**src/hw/i2m_map.vh**
```
`ifndef I2M_MAP_VH
`define I2M_MAP_VH
// Port mode code that selects two-wire master operation
`define I2M_MODE_MASTER   4'h8
`define I2M_MODE_W        4
// General call address byte, address bits and direction bit all zero
`define I2M_GENCALL_BYTE  8'h00
// Clock divider reload field width
`define I2M_DIV_W         7
// Instruction cycle has four clock phases
`define I2M_PHASE_CNT     2'h3
`define I2M_PHASE_TWO     2'h1
`define I2M_PHASE_FOUR    2'h3
// Last data bit and acknowledge bit of the bit counter
`define I2M_BITS_LAST     4'h7
`define I2M_BIT_ACK       4'h8
// Ten-bit address header pattern, upper five bits of first byte
`define I2M_TENBIT_HDR    5'h1E
`endif

```
**src/hw/i2m_phase_gen.v**
```verilog
`timescale 1ns/1ps
// Instruction-cycle phase generator, one-cycle enable on phase two and four
module i2m_phase_gen (
  // Clock and reset
  input  wire clk_sys_i,
  input  wire nrst_i,
  // Divider tick
  output reg  tick_o
);
`include "i2m_map.vh"
  reg [1:0] phase;
  // Phase counter and tick pulse
  always @(posedge clk_sys_i or negedge nrst_i) begin
    if (!nrst_i) begin
      phase  <= 2'h0;
      tick_o <= 1'b0;
    end else begin
      phase  <= phase + 2'h1;
      tick_o <= (phase == `I2M_PHASE_TWO) || (phase == `I2M_PHASE_FOUR);
    end
  end
endmodule // i2m_phase_gen

```
**src/hw/i2m_divider.v**
```verilog
`timescale 1ns/1ps
// Reload-and-count-down divider, stops at zero until reloaded
module i2m_divider #(
  parameter W = 7
) (
  // Clock and reset
  input  wire         clk_sys_i,
  input  wire         nrst_i,
  // Control
  input  wire         tick_i,
  input  wire         load_i,
  input  wire         run_i,
  input  wire [W-1:0] reload_i,
  // Status
  output wire         done_o
);
  reg [W-1:0] count;
  reg         active;
  // Count down on ticks while running
  always @(posedge clk_sys_i or negedge nrst_i) begin
    if (!nrst_i) begin
      count  <= {W{1'b0}};
      active <= 1'b0;
    end else if (load_i) begin
      count  <= reload_i;
      active <= 1'b1;
    end else if (active && run_i && tick_i) begin
      if (count == {W{1'b0}}) begin
        active <= 1'b0;
      end else begin
        count <= count - {{(W-1){1'b0}}, 1'b1};
      end
    end
  end
  // Rollover: zero reached on a tick
  assign done_o = active && run_i && tick_i && (count == {W{1'b0}});
endmodule // i2m_divider

```
**src/hw/i2m_port.v**
```verilog
`timescale 1ns/1ps
// What this block does
// - All-zero address byte with write bit zero is the general call
// - General call recognized only while gencall_enable is set
// - After Start, shift eight bits, compare with own address and general call
// - On general call, buffer byte, set buffer_full at bit eight, flag at ninth
// - Ten-bit general call leaves upper_addr_pending clear, data follows
// - Ten-bit header match sets upper_addr_pending; software rewrites address
// - Master active when mode bits select it and port enabled; hardware drives lines
// - start_seen and stop_seen clear on reset or disable; bus free per them
// - Data write during Start is dropped and sets write_collision
// - Event flag on Start, Stop, Repeated Start, ack sent, each byte
// - Master makes all clocks, Start and Stop; Repeated Start keeps bus
// - Transmit eight bits per byte, acknowledge received after each
// - Receive eight bits per byte, master sends acknowledge after each
// - Slave acknowledge after each sent byte stored in ack status
// - Event flag at end of ninth clock of each sent byte
// - Software requests Stop; event raised when Stop has finished
// - Divider reloads from low seven address bits, counts to zero, stops
// - Divider decrements on phase two and phase four, auto-reloaded
// - After an operation the divider stops and SCL holds its level
// - Released SCL pauses divider until sampled high, then reloads
module i2m_port #(
  parameter DIV_W = 7
) (
  // Clock and reset
  input  wire             clk_sys_i,
  input  wire             nrst_i,
  // Configuration
  input  wire             port_enable_i,
  input  wire [3:0]       port_mode_bits_i,
  input  wire             gencall_enable_i,
  input  wire             ten_bit_mode_i,
  input  wire [7:0]       own_address_reg_i,
  input  wire             own_address_wr_i,
  // Commands
  input  wire             start_request_i,
  input  wire             rstart_request_i,
  input  wire             stop_request_i,
  input  wire             recv_request_i,
  input  wire             ack_request_i,
  input  wire             ack_data_i,
  input  wire [7:0]       data_wr_i,
  input  wire             data_wr_en_i,
  input  wire             data_rd_i,
  input  wire             event_clr_i,
  input  wire             write_collision_clr_i,
  // Status
  output reg  [7:0]       data_buffer_o,
  output reg              buffer_full_o,
  output reg              serial_event_flag_o,
  output reg              write_collision_o,
  output reg              ack_status_o,
  output reg              upper_addr_pending_o,
  output reg              start_seen_o,
  output reg              stop_seen_o,
  output reg              gencall_hit_o,
  output wire             bus_free_o,
  output wire             busy_o,
  // Two-wire pins, enable low while driving low
  input  wire             scl_i,
  output wire             scl_o,
  output wire             scl_oe_n_o,
  input  wire             sda_i,
  output wire             sda_o,
  output wire             sda_oe_n_o
);
`include "i2m_map.vh"
  // Master states
  localparam ST_IDLE  = 4'h0;
  localparam ST_STA1  = 4'h1;
  localparam ST_STA2  = 4'h2;
  localparam ST_RS1   = 4'h3;
  localparam ST_RS2   = 4'h4;
  localparam ST_TXL   = 4'h5;
  localparam ST_TXH   = 4'h6;
  localparam ST_RXL   = 4'h7;
  localparam ST_RXH   = 4'h8;
  localparam ST_AKL   = 4'h9;
  localparam ST_AKH   = 4'hA;
  localparam ST_SP1   = 4'hB;
  localparam ST_SP2   = 4'hC;
  localparam ST_SP3   = 4'hD;
  localparam ST_RS0   = 4'hE;

  reg [3:0]  state;
  reg [3:0]  bitcnt;
  reg [7:0]  shreg;
  reg        scl_low;
  reg        sda_low;
  reg        scl_prev;
  reg        sda_prev;
  reg        div_load;
  reg        ack_low;
  // Slave side
  reg [3:0]  sl_bits;
  reg        sl_active;
  reg [7:0]  sl_shift;
  reg        sl_gc;
  wire       tick;
  wire       div_done;
  wire       master_on;
  wire       waiting_high;
  wire       start_det;
  wire       stop_det;
  wire       scl_rise;
  wire       scl_fall;
  wire [7:0] gc_byte;

  // Master mode selection
  assign master_on = port_enable_i && (port_mode_bits_i == `I2M_MODE_MASTER);
  assign bus_free_o = stop_seen_o || (!start_seen_o && !stop_seen_o);
  assign busy_o = (state != ST_IDLE);
  assign gc_byte = `I2M_GENCALL_BYTE;
  // Open-drain drive: only low, enable low while driving
  assign scl_o = 1'b0;
  assign sda_o = 1'b0;
  assign scl_oe_n_o = !(master_on && scl_low);
  assign sda_oe_n_o = !((master_on && sda_low) || (port_enable_i && ack_low)); // Slave ack too

  // Bus condition detection
  assign start_det = scl_i && scl_prev && sda_prev && !sda_i;
  assign stop_det  = scl_i && scl_prev && !sda_prev && sda_i;
  assign scl_rise  = scl_i && !scl_prev;
  assign scl_fall  = !scl_i && scl_prev;
  // Divider halts while released SCL is still held low elsewhere
  assign waiting_high = !scl_low && !scl_i;

  // Phase enables
  i2m_phase_gen u_phase (
    .clk_sys_i (clk_sys_i),
    .nrst_i    (nrst_i),
    .tick_o    (tick)
  );

  // Baud divider
  i2m_divider #(
    .W (DIV_W)
  ) u_div (
    .clk_sys_i (clk_sys_i),
    .nrst_i    (nrst_i),
    .tick_i    (tick),
    .load_i    (div_load),
    .run_i     (!waiting_high),
    .reload_i  (own_address_reg_i[DIV_W-1:0]),
    .done_o    (div_done)
  );

  // Line history
  always @(posedge clk_sys_i or negedge nrst_i) begin
    if (!nrst_i) begin
      scl_prev <= 1'b1;
      sda_prev <= 1'b1;
    end else begin
      scl_prev <= scl_i;
      sda_prev <= sda_i;
    end
  end

  // Start and stop status bits
  always @(posedge clk_sys_i or negedge nrst_i) begin
    if (!nrst_i) begin
      start_seen_o <= 1'b0;
      stop_seen_o  <= 1'b0;
    end else if (!port_enable_i) begin
      start_seen_o <= 1'b0;
      stop_seen_o  <= 1'b0;
    end else if (start_det) begin
      start_seen_o <= 1'b1;
      stop_seen_o  <= 1'b0;
    end else if (stop_det) begin
      start_seen_o <= 1'b0;
      stop_seen_o  <= 1'b1;
    end
  end

  // Master sequencer, data buffer and status flags
  always @(posedge clk_sys_i or negedge nrst_i) begin
    if (!nrst_i) begin
      state                <= ST_IDLE;
      bitcnt               <= 4'h0;
      shreg                <= 8'h00;
      scl_low              <= 1'b0;
      sda_low              <= 1'b0;
      div_load             <= 1'b0;
      data_buffer_o        <= 8'h00;
      buffer_full_o        <= 1'b0;
      serial_event_flag_o  <= 1'b0;
      write_collision_o    <= 1'b0;
      ack_status_o         <= 1'b0;
      upper_addr_pending_o <= 1'b0;
      gencall_hit_o        <= 1'b0;
      sl_bits              <= 4'h0;
      sl_active            <= 1'b0;
      sl_shift             <= 8'h00;
      sl_gc                <= 1'b0;
      ack_low              <= 1'b0;
    end else begin
      div_load <= 1'b0;
      // Software clears, hardware sets below win
      if (event_clr_i) serial_event_flag_o <= 1'b0;
      if (write_collision_clr_i) write_collision_o <= 1'b0;
      if (data_rd_i) buffer_full_o <= 1'b0;
      if (own_address_wr_i) upper_addr_pending_o <= 1'b0;
      if (!master_on) begin
        state   <= ST_IDLE;
        scl_low <= 1'b0;
        sda_low <= 1'b0;
        // Slave address recognition
        if (start_det) begin
          sl_active <= port_enable_i;
          sl_bits   <= 4'h0;
          sl_gc     <= 1'b0;
          ack_low   <= 1'b0;
        end else if (stop_det) begin
          sl_active <= 1'b0;
          ack_low   <= 1'b0;
        end else if (sl_active && scl_rise && sl_bits <= `I2M_BITS_LAST) begin
          sl_shift <= {sl_shift[6:0], sda_i};
          sl_bits  <= sl_bits + 4'h1;
          if (sl_bits == `I2M_BITS_LAST) begin
            if (gencall_enable_i && {sl_shift[6:0], sda_i} == gc_byte) begin
              data_buffer_o <= {sl_shift[6:0], sda_i};
              buffer_full_o <= 1'b1;
              sl_gc         <= 1'b1;
              gencall_hit_o <= 1'b1;
            end else if (ten_bit_mode_i &&
                         sl_shift[6:2] == `I2M_TENBIT_HDR &&
                         sl_shift[1:0] == own_address_reg_i[2:1]) begin
              data_buffer_o        <= {sl_shift[6:0], sda_i};
              buffer_full_o        <= 1'b1;
              upper_addr_pending_o <= 1'b1;
              sl_gc                <= 1'b1;
            end else if (!ten_bit_mode_i &&
                         sl_shift[6:0] == own_address_reg_i[7:1]) begin
              data_buffer_o <= {sl_shift[6:0], sda_i};
              buffer_full_o <= 1'b1;
              sl_gc         <= 1'b1;
              gencall_hit_o <= 1'b0;
            end else begin
              sl_active <= 1'b0;
            end
          end
        end else if (sl_active && scl_fall && sl_bits == `I2M_BIT_ACK && sl_gc) begin
          ack_low <= 1'b1; // Drive acknowledge for the ninth bit
          sl_bits <= sl_bits + 4'h1;
        end else if (sl_active && scl_fall && sl_bits > `I2M_BIT_ACK) begin
          ack_low             <= 1'b0;
          serial_event_flag_o <= 1'b1;
          sl_active           <= 1'b0;
        end
      end else begin
        ack_low <= 1'b0;
        // Buffer write: only accepted when idle
        if (data_wr_en_i) begin
          if (state != ST_IDLE) begin
            write_collision_o <= 1'b1;
          end else begin
            data_buffer_o <= data_wr_i;
            shreg         <= data_wr_i;
            buffer_full_o <= 1'b1;
            bitcnt        <= 4'h0;
            scl_low       <= 1'b1;
            state         <= ST_TXL;
            div_load      <= 1'b1;
          end
        end
        case (state)
          ST_IDLE: begin
            if (data_wr_en_i) begin
              state <= ST_TXL;
            end else if (start_request_i && scl_i && sda_i) begin
              state    <= ST_STA1;
              div_load <= 1'b1;
            end else if (rstart_request_i) begin
              scl_low  <= 1'b1;
              sda_low  <= 1'b0;
              state    <= ST_RS0;
              div_load <= 1'b1;
            end else if (stop_request_i) begin
              scl_low  <= 1'b1;
              sda_low  <= 1'b1;
              state    <= ST_SP1;
              div_load <= 1'b1;
            end else if (recv_request_i) begin
              bitcnt   <= 4'h0;
              scl_low  <= 1'b1;
              sda_low  <= 1'b0;
              state    <= ST_RXL;
              div_load <= 1'b1;
            end else if (ack_request_i) begin
              scl_low  <= 1'b1;
              sda_low  <= !ack_data_i;
              state    <= ST_AKL;
              div_load <= 1'b1;
            end
          end
          ST_STA1: if (div_done) begin
            sda_low  <= 1'b1;
            state    <= ST_STA2;
            div_load <= 1'b1;
          end
          ST_STA2: if (div_done) begin
            serial_event_flag_o <= 1'b1;
            state               <= ST_IDLE;
          end
          ST_RS0: if (div_done) begin
            scl_low  <= 1'b0;
            state    <= ST_RS1;
            div_load <= 1'b1;
          end
          ST_RS1: if (waiting_high) begin
            div_load <= 1'b1;
          end else if (div_done) begin
            sda_low  <= 1'b1;
            state    <= ST_RS2;
            div_load <= 1'b1;
          end
          ST_RS2: if (div_done) begin
            serial_event_flag_o <= 1'b1;
            state               <= ST_IDLE;
          end
          // Low half: set SDA, then release SCL
          ST_TXL: if (div_done) begin
            scl_low  <= 1'b0;
            state    <= ST_TXH;
            div_load <= 1'b1;
          end
          ST_TXH: if (waiting_high) begin
            div_load <= 1'b1;
          end else if (div_done) begin
            scl_low  <= 1'b1;
            bitcnt   <= bitcnt + 4'h1;
            div_load <= 1'b1;
            if (bitcnt == `I2M_BIT_ACK) begin
              ack_status_o        <= sda_i;
              serial_event_flag_o <= 1'b1;
              sda_low             <= 1'b0;
              div_load            <= 1'b0;
              state               <= ST_IDLE;
            end else begin
              state <= ST_TXL;
              if (bitcnt == `I2M_BITS_LAST) begin
                buffer_full_o <= 1'b0;
                sda_low       <= 1'b0;
              end else begin
                sda_low <= !shreg[6];
                shreg   <= {shreg[6:0], 1'b0};
              end
            end
          end
          ST_RXL: if (div_done) begin
            scl_low  <= 1'b0;
            state    <= ST_RXH;
            div_load <= 1'b1;
          end
          ST_RXH: if (waiting_high) begin
            div_load <= 1'b1;
          end else if (div_done) begin
            scl_low <= 1'b1;
            shreg   <= {shreg[6:0], sda_i};
            bitcnt  <= bitcnt + 4'h1;
            if (bitcnt == `I2M_BITS_LAST) begin
              data_buffer_o       <= {shreg[6:0], sda_i};
              buffer_full_o       <= 1'b1;
              serial_event_flag_o <= 1'b1;
              state               <= ST_IDLE;
            end else begin
              div_load <= 1'b1;
              state    <= ST_RXL;
            end
          end
          ST_AKL: if (div_done) begin
            scl_low  <= 1'b0;
            state    <= ST_AKH;
            div_load <= 1'b1;
          end
          ST_AKH: if (waiting_high) begin
            div_load <= 1'b1;
          end else if (div_done) begin
            scl_low             <= 1'b1;
            serial_event_flag_o <= 1'b1;
            state               <= ST_IDLE;
          end
          ST_SP1: if (div_done) begin
            scl_low  <= 1'b0;
            state    <= ST_SP2;
            div_load <= 1'b1;
          end
          ST_SP2: if (waiting_high) begin
            div_load <= 1'b1;
          end else if (div_done) begin
            sda_low  <= 1'b0;
            state    <= ST_SP3;
            div_load <= 1'b1;
          end
          ST_SP3: if (div_done) begin
            serial_event_flag_o <= 1'b1;
            state               <= ST_IDLE;
          end
          default: state <= ST_IDLE;
        endcase
        // Before SCL is released, the first bit goes out with the write
        if (data_wr_en_i && state == ST_IDLE) begin
          sda_low <= !data_wr_i[7];
        end
      end
    end
  end
endmodule // i2m_port

```
**config.mk**
```make
export PLATFORM = sky130hd
export DESIGN_NAME = i2m_port
export DESIGN_NICKNAME = d
export VERILOG_FILES = /design/src/hw/i2m_phase_gen.v /design/src/hw/i2m_divider.v /design/src/hw/i2m_port.v
export VERILOG_INCLUDE_DIRS = /design/src /design/src/hw
export SDC_FILE = /design/constraint.sdc
export NUM_CORES = 1
export LEC_CHECK = 0
export BUFFER_PORTS_ARGS = -buffer_cell sky130_fd_sc_hd__buf_2
export CAP_MARGIN = 5
export CORE_UTILIZATION = 56
export DETAILED_ROUTE_END_ITERATION = 10
export HOLD_SLACK_MARGIN = 0.1
export PLACE_DENSITY = 0.78
export SYNTH_ARGS = -nofsm -noshare
export SYNTH_HDL_FRONTEND = slang
export SYNTH_HIERARCHICAL = 1
export SYNTH_SLANG_ARGS = --single-unit
```
**constraint.sdc**
```tcl
create_clock -name clk_sys_i -period 4.24 [get_ports clk_sys_i]
set_clock_uncertainty 0.2 [all_clocks]
set_input_delay 0.212 -clock clk_sys_i [delete_from_list [all_inputs] [get_ports clk_sys_i]]
set_output_delay 0.212 -clock clk_sys_i [all_outputs]
set_load 0.02 [all_outputs]
```
* After elaboration in Yosys (flattened, before gate mapping)
Cells that the tools add are included.
** Cells by class
- Multiplexer cells :: 197
- Bitwise gates (word level) :: 4
- $lt $le $gt $ge :: 2
- Add/subtract/negate cells :: 4
- Equality and inequality tests :: 45
- Reduce and logical (&&, ||, !) cells :: 79
** Operator list (number)
- 8-bit two-way mux :: 22
- 4-bit two-way mux :: 38
- 1-bit two-way mux :: 124
- 4-bit one-hot mux with 13 select lines :: 1
- 4-bit == test, second input constant :: 10
- 4-bit != test, second input constant :: 10
- 1-bit logical AND :: 29
- 4-bit by 3-bit == test with 1-bit output, second input constant :: 6
- 7-bit two-way mux :: 3
- 8-bit one-hot mux with 2 select lines :: 1
- 4-bit nonzero test :: 4
- 5-bit AND reduction :: 3
- 1-bit logical NOT :: 14
- 7-bit AND reduction :: 2
- 2-bit nonzero test :: 7
- 4-bit by 3-bit != test with 1-bit output, second input constant :: 3
- 2-bit != test, second input constant :: 5
- 9-bit AND reduction :: 1
- 4-bit by 1-bit adder with 4-bit output, second input constant :: 2
- 4-bit by 2-bit == test with 1-bit output, second input constant :: 2
- 8-bit logical NOT :: 1
- 4-bit one-hot mux with 2 select lines :: 1
- 7-bit == test :: 1
- 7-bit logical NOT :: 1
- 30 further kinds :: 40
** Storage, ports and cells
- Output and inout port bits :: 22
- Register bits :: 62
- Word-level logic and storage cells :: 357

* Longest topological paths before layout
- Word-level depth :: 11
- Depth in mapped cells :: 12

* Modules after synthesis
Netlist, hierarchy kept.
** By module, submodules not included
- i2m_port :: times used 1, cells each 397, area an instance 3515.9 um^2, seq. area each 1253.7 um^2
- i2m_divider :: times used 1, cells each 53, area an instance 501.7 um^2, seq. area each 200.2 um^2
- i2m_phase_gen :: times used 1, cells each 9, area an instance 117.6 um^2, seq. area each 75.1 um^2

* Worst setup path before layout
Ideal clock, no wire load.
- Path kind :: register to register
- Start point :: register u_div.count[0]
- End point :: register data_buffer_o[0]
- Required time :: 3911 ps
- Setup time :: 129 ps
- Buffers on the path :: 2
- Clock period less this slack :: 2593 ps
- Stages on the path, launching flop included :: 13
- Slack :: 1647 ps
- Arrival :: 2264 ps
- Path through :: dfrtp_1 > inv_1 > ha_1 > nor2b_1 > nand2_1 > nor2_1 > o21a_1 > buf_2 > nand3_1 > or2_0 > clkbuf_1 > a2bb2oi_1 > nor3b_1
** On the way
- Cells in the longest elaborated chain, start to end :: 6
** Ends and longest elaborated chain
- start, declared :: RTL line i2m_divider.v:17 : reg [W-1:0] count;
- start signal, assigned :: RTL line i2m_divider.v:22 : count <= {W{1'b0}};
- start signal, assigned :: RTL line i2m_divider.v:25 : count <= reload_i;
- start signal, assigned :: RTL line i2m_divider.v:31 : count <= count - {{(W-1){1'b0}}, 1'b1};
- 7-bit logical NOT :: RTL line i2m_divider.v:36 : assign done_o = active && run_i && tick_i && (count == {W{1'b0}});
- 1-bit logical AND :: RTL line i2m_divider.v:36
- via div_done :: RTL line i2m_port.v:101 : wire div_done;
- 8-bit two-way mux :: RTL line i2m_port.v:359 : end else if (div_done) begin
- 8-bit two-way mux :: RTL line i2m_port.v:357 : ST_RXH: if (waiting_high) begin
- 8-bit two-way mux :: RTL line i2m_port.v:268 : case (state)
- 8-bit two-way mux :: RTL line i2m_port.v:205 : if (!master_on) begin
- end signal, assigned :: RTL line i2m_port.v:223 : data_buffer_o <= {sl_shift[6:0], sda_i};
- end signal, assigned :: RTL line i2m_port.v:230 : data_buffer_o <= {sl_shift[6:0], sda_i};
- end signal, assigned :: RTL line i2m_port.v:364 : data_buffer_o <= {shreg[6:0], sda_i};
- end, declared :: RTL line i2m_port.v:49 : output reg [7:0] data_buffer_o,
The timed path passes the listed nets, and every way through them passes these cells.
A chain may end at the register's enable or synchronous reset.

* Worst setup path in the final report
Ends and elaborated chain as after synthesis.

==> out/qor.yml <==
synth:
  synth_top_area_frac: 0.357
  synthCells: 459
  ys_warn_count: 6
  avgSynthCellArea_sq_um: 9.01
  ys_seq_elements: 61
  async_reset_ff_frac: 1.00
  ys.flop_type: "dfrtp_1"
  synth_edf_count: 0
  synth_area_leaders: "dfrtp_1, o21ai_0, nand2_1"
  yosysTopAreaCell: "dfrtp_1"
  synth_seq_area_share: 0.370
  synth_cell_types: 79
  syn_area_sq_mm: 0.00414
setup_path:
  critPathMaxFanout: 10
  crit_type: "flop to flop"
  path_cells: "inv_1, ha_1, nor2b_1, nand2_1, nor2_1, o21a_1, nand3_1, or2_0, a2bb2oi_1, nor3b_1"
  crit_path_end_kind: "flop"
  cpMaxStageDelayCell: "dfrtp_1"
  max_stage_delay_ps: 420
  cp_top_family: "simple AND/OR/NAND/NOR gates"
  cp-start-kind: "flop"
  crit_arrival_ps: 3220
  crit_buf_inv: 1
  crit_required_ps: 4260
clock_tree:
  clk_pin_slew_ps: 70
  insertion_delay_ps: 350
  cts_setup_buffers: 0
  cts_sinks: 61
  cts_tree: "done"
  cts_buffer_depth: 2
  htreeDepth: 3
  cts_root_buffer: "clkbuf_8"
  numCtsBuffers: 9
sta:
  fin_setup_tns_ps: 0
  tightest_slew_ps: 884
  setup_viol: 0
  timing.final.crit_period_ps: 3200
  grt_setup_unrepaired: "no"
  period_share: 0.754
  fmax_mhz: 313
  finalHoldWorstSlack_ps: 170
  relSlewSlack: 0.411
  final_max_slew_viol_count: 0
  hold_viol_final: 0
final_layout:
  area_growth_pct: 18.9
  final_common_cell: "dfrtp_1"
  design_area_sq_mm: 0.00491
  drive_gt1_frac: 0.203
  fin_nets: 574
  fin_cells: 629
  final_cell_mix: "dfrtp_1, buf_2, nand2_1, o21ai_0, nor2_1"
  antenna_cells: 0
routing:
  via_per_inst: 6.34
  dr.pass1.iters: 6
  topRoutingLayerUsed: "met4"
  wl_met2_microns: 5540
  drt-initial-drc-count: 389
  drc: 0
  routed_wl_microns: 11200
  via_count: 3985
  wl_per_cell_microns: 17.8
  ant_nets: 0
  dr_wl_met3_microns: 685
  m1WireLength_microns: 4660
floorplan:
  ioPinCount: 60
  die_x_microns: 87.9
  rows: 30
  die_h_microns: 87.9
  core_area_sq_mm: 0.00694
  die-area_sq_mm: 0.00773
  start_util: 0.595
place:
  io_buffers: 57
  dp_cells: 587
  placed_area_sq_mm: 0.00444
  dpl.hpwl_microns: 7620
  gp_congestion: 0.876
power_and_ir_drop:
  p_leak_nw: 2.10
  vdd_ir_drop_max_uv: 285
  p_total_mw: 1.94
  power_density_mw_per_mm2: 395
grt:
  antenna_found_initial: 0
  first_global_vias: 3833
  grt_usage: 0.314
  grt_max_degree: 62
  overflow: 0
  grt_pass1_wl_microns: 18500
flow_run:
  drv_cap: 0
outcome:
  outcome: "finished clean"
min_path:
  min_path_type: "input port to flop"
[stage by stage]
step / worst slack (ps) / utilization
global placement: 1310 / 0.639
global route: 836 / 0.708
finish: 1040 / 0.708
CTS: 1150 / 0.708
floorplan: 1650 / -
detailed placement: 1180 / 0.639
[cell usage after synthesis, types with 6 or more instances]
master	instances
dfrtp_1	59
nand2_1	37
o21ai_0	35
nor2_1	28
inv_1	19
a21oi_1	18
nand3_1	16
a31oi_1	12
clkbuf_1	12
a22oi_1	11
buf_2	11
a2bb2oi_1	9
mux2_2	9
nand4_1	9
nor2b_1	9
nor4_1	9
xnor2_1	9
ha_1	8
mux2i_1	8
o221a_1	7
o2bb2ai_1	7
xor2_1	7
and3_1	6
nor3b_1	6
[kinds of logic (layout without fill, tap and decap cells)]
| kind of cell | Yosys count | count (layout) | share of synthesized area |
|---|---|---|---|
| fa+ha+maj | 9 | 9 | 0.0266 |
| flops | 61 | 61 | 0.370 |
| simple gates | 162 | 162 | 0.227 |
| compound gates | 143 | 143 | 0.246 |
| other cells | 1 | 2 | 0.000907 |
| xor+xnor | 16 | 16 | 0.0339 |
| buf+inv | 50 | 123 | 0.0523 |
| mux | 17 | 17 | 0.0439 |
[final cells by class]
cell class                 instances  area, sq um
inverter                          19         71.3
clock buffer                      13          149
tap                               96          120
clock inverter                     3         68.8
fill                             536         2030
sequential                        61         1530
multi-input combinational        349         2390
timing repair buffer              88          583
[registers in the layout (all words and copies together) (netlist names), 2 cells and up]
signal,cells
u_div/count,7
bitcnt,4
state,4
u_phase/phase,2
sl_shift,7
sl_bits,4
data_buffer_o,8
shreg,7
[power by group]
group,internal (mW),switching (mW)
registers,0.703,0.172
clock network,0.349,0.238
logic,0.238,0.240
[timing repair]
item	CTS	global route
hold endpoints to repair	83	0
hold buffers	26	0
resized for setup	0	0
[tightest hold or removal path, delay by kind of cell]
kind                   cells  cell delay [ps]
AO/OA/AOI/OAI              2              250
buffers and inverters      1              110
AND/OR/NAND/NOR            1              100
[layer usage]
layer	global-route usage	vias up
li1	-	1853
met1	0.403	1912
met2	0.515	183
met3	0.0660	37
met4	0.133	0
met5	0	-
[worst paths after layout]
path | depth (start not counted) | slack, ps | end | start
min | 4 | 170 | state[2]$_DFF_PN0_ | start_request_i
max | 10 | 1040 | data_buffer_o[0]$_DFFE_PN0P_ | u_div/count[0]$_DFFE_PN0P_
max in group asynchronous | 3 | 2960 | upper_addr_pending_o$_DFF_PN0_ | nrst_i
max reg2reg | 10 | 1040 | data_buffer_o[0]$_DFFE_PN0P_ | u_div/count[0]$_DFFE_PN0P_
min reg2reg | 1 | 270 | u_phase/phase[0]$_DFF_PN0_ | u_phase/phase[0]$_DFF_PN0_
min in group asynchronous | 3 | 340 | stop_seen_o$_DFFE_PN0P_ | nrst_i
Power figures use the tool's default switching activity.
